[src/intc_status_pkg.sv]
/*
 interrupt status and pending view: register map, field positions,
 reset values and widths shared by the design.
 assumes a 32-bit apb slave with 9-bit byte address.
*/
package intc_status_pkg;
  // page 0 global, pages 1..4 one per core
  localparam int ADDR_W = 9;
  localparam int PAGE_LSB = 6;
  localparam logic [2:0] PAGE_GLOBAL = 3'h0;
  localparam logic [2:0] PAGE_CORE0 = 3'h1;
  // global page offsets
  localparam logic [5:0] OFS_RAW_LOW = 6'h00;
  localparam logic [5:0] OFS_RAW_MID = 6'h04;
  localparam logic [5:0] OFS_RAW_HIGH = 6'h08;
  localparam logic [5:0] OFS_CFG = 6'h0C;
  localparam logic [5:0] OFS_SW_SET = 6'h10;
  localparam logic [5:0] OFS_SW_CLR = 6'h14;
  // per-core page offsets
  localparam logic [5:0] OFS_PEND_LOW = 6'h00;
  localparam logic [5:0] OFS_PEND_MID = 6'h04;
  localparam logic [5:0] OFS_PEND_HIGH = 6'h08;
  localparam logic [5:0] OFS_SET_EN0 = 6'h10;
  localparam logic [5:0] OFS_SET_EN1 = 6'h14;
  localparam logic [5:0] OFS_SET_EN2 = 6'h18;
  localparam logic [5:0] OFS_CLR_EN0 = 6'h20;
  localparam logic [5:0] OFS_CLR_EN1 = 6'h24;
  localparam logic [5:0] OFS_CLR_EN2 = 6'h28;
  // top word field positions
  localparam int BIT_HOST = 31;
  localparam int BIT_SUM_MID = 25;
  localparam int BIT_SUM_LOW = 24;
  localparam int SW_LSB = 8;
  localparam int SW_W = 8;
  localparam int BIT_AXI = 7;
  localparam int BIT_ADDR = 6;
  localparam int BIT_HALT1 = 5;
  localparam int BIT_HALT0 = 4;
  localparam int BIT_BELL1 = 3;
  localparam int BIT_BELL0 = 2;
  localparam int BIT_MBOX = 1;
  localparam int BIT_TIMER = 0;
  localparam int CFG_PAIR_HALT = 10;
  // implemented source bits of the top word
  localparam logic [31:0] HIGH_SRC_MASK = 32'h8000FFFF;
  localparam logic [31:0] ZERO_WORD = 32'h00000000;
  localparam logic [SW_W-1:0] SW_RESET = 8'h00;
endpackage

[src/interrupt_status_pending_view.sv]
/*
 interrupt status and pending view with apb register access,
 per-core enables, software triggers and local sticky sources.
 assumes all source inputs are logic on clk_sys (no synchroniser)
 and a well-behaved apb master.
 fast_irq is combinational: a core that needs a clean edge registers it.
 an unmapped access answers with pslverr and reads as zero.
*/
// Our own choices: the APB interface to the registers and the placing of the registers.
module interrupt_status_pending_view #(
  parameter int NUM_CORES = 4
) (
  input wire logic clk_sys,
  input wire logic rst,
  // apb slave
  input wire logic psel,
  input wire logic penable,
  input wire logic pwrite,
  input wire logic [intc_status_pkg::ADDR_W-1:0] paddr,
  input wire logic [31:0] pwdata,
  output logic [31:0] prdata,
  output logic pready,
  output logic pslverr,
  // interrupt sources
  input wire logic [31:0] source_bits_low,
  input wire logic [31:0] source_bits_mid,
  input wire logic host_irq,
  input wire logic axi_error,
  input wire logic burst_valid,
  input wire logic [7:0] burst_len,
  input wire logic burst_to_vp_space,
  input wire logic first_core_halt,
  input wire logic second_core_halt,
  input wire logic [1:0] doorbell_set,
  input wire logic [1:0] doorbell_read,
  input wire logic mailbox_zero_flag,
  input wire logic timer_event,
  input wire logic timer_ctrl_write,
  input wire logic cluster_reset,
  output logic [NUM_CORES-1:0] fast_irq
);

  // whole state of the block
  typedef struct packed {
    logic [intc_status_pkg::SW_W-1:0] sw; // software triggers
    logic axi_err; // sticky bus error
    logic addr_err; // sticky burst range error
    logic [1:0] bell; // doorbell flags
    logic timer; // timer flag
    logic pair_halt; // config bit 10
    logic [NUM_CORES-1:0][2:0][31:0] en; // per-core enables
    logic [31:0] rdata; // read data latched at setup
  } state_t;

  state_t s_reg;
  state_t s_next;

  logic [31:0] raw_high; // top raw word
  logic [NUM_CORES-1:0][2:0][31:0] pend; // per-core pending words
  logic setup_rd; // read setup phase
  logic acc_wr; // write access phase
  logic [2:0] page; // address page
  logic [5:0] ofs; // offset inside page
  logic hit; // address is mapped

  // mask of enable bits that exist in word w
  function automatic logic [31:0] src_mask(input int w);
    src_mask = (w == 2) ? intc_status_pkg::HIGH_SRC_MASK : ~intc_status_pkg::ZERO_WORD;
  endfunction

  // is this offset a mapped register of the page
  function automatic logic mapped(input logic [2:0] pg, input logic [5:0] o);
    logic core_pg;
    core_pg = (pg >= intc_status_pkg::PAGE_CORE0) &&
              (pg < intc_status_pkg::PAGE_CORE0 + 3'(NUM_CORES));
    if (pg == intc_status_pkg::PAGE_GLOBAL) begin
      mapped = (o <= intc_status_pkg::OFS_SW_CLR) && (o[1:0] == 2'b00);
    end else if (core_pg) begin
      mapped = (o[1:0] == 2'b00) && (o[3:2] != 2'b11) &&
               (o <= intc_status_pkg::OFS_CLR_EN2) && (o[5:4] != 2'b00 ||
               o <= intc_status_pkg::OFS_PEND_HIGH);
    end else begin
      mapped = 1'b0;
    end
  endfunction

  assign page = paddr[intc_status_pkg::ADDR_W-1:intc_status_pkg::PAGE_LSB];
  assign ofs = paddr[intc_status_pkg::PAGE_LSB-1:0];
  assign hit = mapped(page, ofs);
  assign setup_rd = psel && !penable && !pwrite;
  assign acc_wr = psel && penable && pwrite;

  // top raw word, reserved bits held at zero
  always_comb begin
    raw_high = intc_status_pkg::ZERO_WORD;
    raw_high[intc_status_pkg::BIT_HOST] = host_irq;
    raw_high[intc_status_pkg::SW_LSB +: intc_status_pkg::SW_W] = s_reg.sw;
    raw_high[intc_status_pkg::BIT_AXI] = s_reg.axi_err;
    raw_high[intc_status_pkg::BIT_ADDR] = s_reg.addr_err;
    raw_high[intc_status_pkg::BIT_HALT1] = second_core_halt;
    // halt bit 4 also shows the second core when paired
    raw_high[intc_status_pkg::BIT_HALT0] = first_core_halt ||
      (s_reg.pair_halt && second_core_halt);
    raw_high[intc_status_pkg::BIT_BELL1] = s_reg.bell[1];
    raw_high[intc_status_pkg::BIT_BELL0] = s_reg.bell[0];
    // mailbox level passes straight through
    raw_high[intc_status_pkg::BIT_MBOX] = mailbox_zero_flag;
    raw_high[intc_status_pkg::BIT_TIMER] = s_reg.timer;
  end

  // pending words, one copy per core
  for (genvar c = 0; c < NUM_CORES; c++) begin : g_core
    always_comb begin
      pend[c][0] = source_bits_low & s_reg.en[c][0];
      pend[c][1] = source_bits_mid & s_reg.en[c][1];
      pend[c][2] = raw_high & s_reg.en[c][2];
      // summaries overwrite bits 25 and 24, which no source drives
      pend[c][2][intc_status_pkg::BIT_SUM_MID] = |pend[c][1];
      pend[c][2][intc_status_pkg::BIT_SUM_LOW] = |pend[c][0];
    end
    // summaries are already covered by the lower words
    assign fast_irq[c] = |pend[c][0] || |pend[c][1] ||
      |(pend[c][2] & intc_status_pkg::HIGH_SRC_MASK);
  end

  // next state: sources, register writes, read capture
  always_comb begin
    logic [31:0] rd;
    logic [2:0] ci;
    int w;
    rd = intc_status_pkg::ZERO_WORD;
    ci = page - intc_status_pkg::PAGE_CORE0;
    w = 0;
    s_next = s_reg;
    // clears first so that a same-cycle set wins
    if (cluster_reset) begin
      s_next.axi_err = 1'b0;
      s_next.addr_err = 1'b0;
    end
    // a doorbell read drops its flag
    s_next.bell = s_reg.bell & ~doorbell_read;
    // a timer control write drops the timer flag
    if (timer_ctrl_write) begin
      s_next.timer = 1'b0;
    end
    // sets below override the clears above
    if (axi_error) begin
      s_next.axi_err = 1'b1;
    end
    if (burst_valid && burst_to_vp_space && (burst_len != 8'h00)) begin
      s_next.addr_err = 1'b1;
    end
    s_next.bell = s_next.bell | doorbell_set;
    if (timer_event) begin
      s_next.timer = 1'b1;
    end
    // writes take effect in the access phase only
    if (acc_wr && hit) begin
      if (page == intc_status_pkg::PAGE_GLOBAL) begin
        unique case (ofs)
          intc_status_pkg::OFS_CFG: begin
            s_next.pair_halt = pwdata[intc_status_pkg::CFG_PAIR_HALT];
          end
          intc_status_pkg::OFS_SW_SET: begin
            s_next.sw = s_reg.sw | pwdata[intc_status_pkg::SW_W-1:0];
          end
          intc_status_pkg::OFS_SW_CLR: begin
            s_next.sw = s_reg.sw & ~pwdata[intc_status_pkg::SW_W-1:0];
          end
          // raw words are read-only
          default: begin
            s_next.sw = s_reg.sw;
          end
        endcase
      end else begin
        // core page: word index from offset bits 3:2
        w = int'(ofs[3:2]);
        // enable set: bits that do not exist stay zero
        if (ofs[5:4] == 2'b01 && w < 3) begin
          s_next.en[ci][w] = s_reg.en[ci][w] | (pwdata & src_mask(w));
        // enable clear: a one disables that source
        end else if (ofs[5:4] == 2'b10 && w < 3) begin
          s_next.en[ci][w] = s_reg.en[ci][w] & ~pwdata;
        end
      end
    end
    // read data is built in setup so it comes from a flop
    if (setup_rd) begin
      if (!hit) begin
        // unmapped read gives zero, pslverr follows in access
        rd = intc_status_pkg::ZERO_WORD;
      end else if (page == intc_status_pkg::PAGE_GLOBAL) begin
        unique case (ofs)
          intc_status_pkg::OFS_RAW_LOW: begin
            rd = source_bits_low;
          end
          intc_status_pkg::OFS_RAW_MID: begin
            rd = source_bits_mid;
          end
          intc_status_pkg::OFS_RAW_HIGH: begin
            rd = raw_high;
          end
          intc_status_pkg::OFS_CFG: begin
            rd[intc_status_pkg::CFG_PAIR_HALT] = s_reg.pair_halt;
          end
          default: begin
            rd[intc_status_pkg::SW_W-1:0] = s_reg.sw;
          end
        endcase
      end else begin
        // core page: pending words, or enable readback
        w = int'(ofs[3:2]);
        if (ofs[5:4] == 2'b00) begin
          rd = pend[ci][w];
        end else begin
          rd = s_reg.en[ci][w];
        end
      end
      s_next.rdata = rd;
    end
  end

  // single state register
  // limitation: reset drops all enables, software must enable again
  always_ff @(posedge clk_sys or posedge rst) begin
    if (rst) begin
      s_reg <= '0;
    end else begin
      s_reg <= s_next;
    end
  end

  // zero-wait slave: answer in the access phase
  // trade-off: read data costs a flop stage but needs no wait state
  assign pready = 1'b1;
  assign pslverr = psel && penable && !hit;
  assign prdata = s_reg.rdata;
endmodule // interrupt_status_pending_view

[config.mk]
export PLATFORM = sky130hd
export DESIGN_NAME = interrupt_status_pending_view
export DESIGN_NICKNAME = d
export VERILOG_FILES = /design/src/intc_status_pkg.sv /design/src/interrupt_status_pending_view.sv
export SDC_FILE = /design/constraint.sdc
export NUM_CORES = 1
export LEC_CHECK = 0
export BUFFER_PORTS_ARGS = -buffer_cell sky130_fd_sc_hd__buf_4
export CAP_MARGIN = 10
export CORE_UTILIZATION = 25
export CTS_CLUSTER_DIAMETER = 60
export DETAILED_ROUTE_END_ITERATION = 7
export PLACE_DENSITY = 0.45
export SLEW_MARGIN = 20
export SYNTH_ARGS = -nofsm -noshare
export SYNTH_HDL_FRONTEND = slang
export SYNTH_SLANG_ARGS = --single-unit
[constraint.sdc]
create_clock -name clk_sys -period 29.3 [get_ports clk_sys]
set_clock_uncertainty 0.15 [all_clocks]
set_input_delay 1.465 -clock clk_sys [delete_from_list [all_inputs] [get_ports clk_sys]]
set_output_delay 1.465 -clock clk_sys [all_outputs]
set_load 0.01 [all_outputs]
==> metrics.txt <==
post-CTS resize count=0; worst r2r src=s_reg[263]; Routed WL=106000 µm; Final setup violation count=0; WL met1=46100 µm; Fin. Hold Viols=0; Post-CTS Hold Fix Bufs=0; clk root buf=clkbuf_16; Synth Cell Area=around 24000 µm²; # Max-Cap Violations=0; syn_nets=2012; P_leak=12.6 nW; Slowest Stage Delay on Critical Path=about 0.85 ns; die width=~300 µm; fillers=9639; worst path required time=29.65 ns; Post-Synthesis Cells=1875; worst hold path class=flop to flop; pin count of the biggest net entering global routing=170; Worst Max-Slew Pin Slew=1.19 ns; critical path arrival=6.43 ns; Residual DRC=0; Sw Ratio=25.9%; critical path launch point type=input pin; internal reg-to-reg setup slack=26.35 ns; predominant post-synthesis flop cell=dfrtp_1; most frequent cell after synthesis=dfrtp_1; port bufs=168; CTS tree=done; share of the synthesized area in the top cell type=between 40 and 50%; first-pass GRT wire length=148000 µm; Iter 0 DRT Violations=2173; crit path cell chain=buf_4 -> inv_1 -> ha_4 -> buf_4 -> buf_4 -> mux4_2 -> mux2_2 -> a21oi_1 -> o21ai_1 -> mux2_2; Final nets=2095; Hold Path Origin=prdata[2]; Final min period=about 6.1 ns; Int Pwr=roughly 1.1 mW; CP Capture Type=flop; Peak VDD IR=0.0000355 V; met3 wire length=9860 µm; PD cells=51.9 nW/µm²; Slew Viols, Final=0; Setup Total Neg Slack=0 ns; full die area=95400 µm²; detailed placer's ending HPWL=76700 µm; Final Wtd Congestion=0.938; critical path's slowest cell=buf_4; clock latency on the worst-skew pair=0.62 ns; max_slew headroom=20.1%; area leader, netlist=dfrtp_1; Psw=369 µW; WHS=0.352 ns; Comb power frac=8.7%; Rows=112; post-synthesis cell type count=64; vias in the first global route=between 15000 and 20000; vias post-DR=~18000; top fanout value on the critical path=41; Flop pwr share=42.0%; number of synthesized flops with an enable pin=0; GRT Total Usage=22.0%; kind of critical path=input pin to flop; Synthesis Warnings=0; post-synthesis async set-or-reset flop share=100%; crit-path most repeated cell=buf_4; RSZ-0062 raised after global routing=false; Pre-antenna DRT Iters=5; CP Launch Point=paddr[6]; Worst-path clk slew=0.06 ns; Clock Sinks=430; H-tree depth=2; f_max=164 MHz; Yosys reg bits=430; Met2 Wirelength=46900 µm; grt ovf=0; Area Overhead vs Synth=16.7%; top cells by count, synth=dfrtp_1 (430), mux2_2 (378), a22oi_1 (151); core area=93300 µm²; Detail Route Antenna Nets=0; clock power share=49.3%; Initial Utilization=between 20% and 30%; clk buf depth=3; CTS buffer count=53; post-CTS setup buffers=0; status=finished clean; register area share after synthesis=45.7%; Top Layer Used=met5; top cells by area, synth=dfrtp_1 (46%), mux2_2 (18%), mux4_2 (9.3%); Largest register FFs=385; Top-Level Pins=170; mean area per synthesized cell=12.6 µm²; Final Cycle Share=between 20 and 25%; DR WL/cell=around 33 µm; via/cell ratio=5.65; layout cells sized above 1=40.4%; Die Height=309 µm; initial antenna violation count=5
-- per-layer routing --
| metal | up-vias | global-route usage (%) |
|---|---|---|
| li1 | 7405 | - |
| met1 | 9793 | 31.1 |
| met2 | 1020 | 33.5 |
| met3 | 147 | 4.73 |
| met4 | 2 | 6.67 |
| met5 | - | 0 |
-- cell families after synthesis --
logic type | after synthesis | synth area share, %
muxes | 525 | 29.6
adders and majority gates | 5 | 0.266
buffers and inverters | 194 | 5.24
other | 1 | 0.0159
xor gates and xnor gates | 1 | 0.0372
AOI/OAI and AO/OA | 400 | 12.3
DFF | 430 | 45.7
and+or+nand+nor | 319 | 6.81
-- power groups by stage --
| stage | Combinational [mW] | Clock (mW) | Sequential (mW) |
|---|---|---|---|
| after floorplan | 0.0592 | 0 | 0.608 |
| after global placement | 0.121 | 0 | 0.610 |
| after detailed placement | 0.122 | 0 | 0.610 |
| after CTS | 0.123 | 0.713 | 0.599 |
| after global routing | 0.130 | 0.738 | 0.599 |
| final | 0.123 | 0.703 | 0.599 |
-- worst max-delay path, delay by kind of cell --
kind,cells,cell delay [ns]
buf+inv,4,2.24
mux,3,1.39
compound gates,2,0.60
fa+ha+maj,1,0.66
-- area by class of cell --
| cell class | count | area (µm²) | area share [%] |
|---|---|---|---|
| Tap cell | 1254 | 1570 | 5.71 |
| Multi-Input combinational cell | 1251 | 11600 | 42.4 |
| Inverter | 12 | 52.6 | 0.191 |
| Timing Repair Buffer | 210 | 1600 | 5.81 |
| Antenna cell | 1 | 2.50 | 0.00911 |
| Clock buffer | 73 | 1520 | 5.54 |
| Sequential cell | 430 | 10800 | 39.2 |
| Clock inverter | 22 | 327 | 1.19 |
-- cell usage in the layout, fill, tap and decap left out, types with 6 or more instances in the layout --
| cell type | synthesis | routed |
|---|---|---|
| a32oi_1 | 10 | 10 |
| o211ai_1 | 13 | 13 |
| nand2_2 | 12 | 10 |
| nor2b_1 | 16 | 13 |
| mux4_2 | 97 | 97 |
| clkbuf_1 | 48 | 9 |
| buf_4 | 41 | 206 |
| a22o_1 | 31 | 31 |
| clkinv_2 | 0 | 9 |
| mux2_2 | 378 | 378 |
| nand3_1 | 27 | 27 |
| o31ai_1 | 15 | 14 |
| a21oi_1 | 52 | 50 |
| o21ai_0 | 33 | 33 |
| a22oi_1 | 151 | 151 |
| o41ai_1 | 6 | 6 |
| inv_1 | 11 | 10 |
| a31oi_1 | 15 | 15 |
| nand3b_1 | 6 | 6 |
| or4_1 | 7 | 7 |
| clkbuf_8 | 0 | 10 |
| nand2b_1 | 11 | 11 |
| mux2i_1 | 27 | 22 |
| a221oi_1 | 18 | 18 |
| o221ai_1 | 12 | 12 |
| dfrtp_1 | 430 | 430 |
| nand2_1 | 129 | 129 |
| nand4_1 | 32 | 32 |
| nor2_1 | 40 | 38 |
| bufinv_16 | 0 | 7 |
| and3_1 | 17 | 17 |
| a41o_1 | 6 | 6 |
| clkbuf_16 | 0 | 54 |
| mux2_1 | 23 | 23 |
-- path summary, 6_finish.rpt --
kind / to / cells past startpoint
max: s_reg[333] / 10
min in group asynchronous: s_reg[315] / 2
min: prdata[2] / 2
max in group asynchronous: s_reg[75] / 3
min reg2reg: prdata[2] / 2
max reg2reg: prdata[25] / 6
-- stage by stage --
step                setup WS, ns  util, %  power [mW]  cell area [µm²]  instances
finish                     23.22     29.4        1.43            27500       3253
global route               22.83     29.4        1.47            27500       3252
CTS                        23.12     29.4        1.43            27400       3250
detailed placement         22.48     27.4       0.732            25600       3155
global placement           22.49     27.4       0.731            25600       3154
floorplan                  15.71        -       0.668            23600       1875
Power figures use the tool's default switching activity.
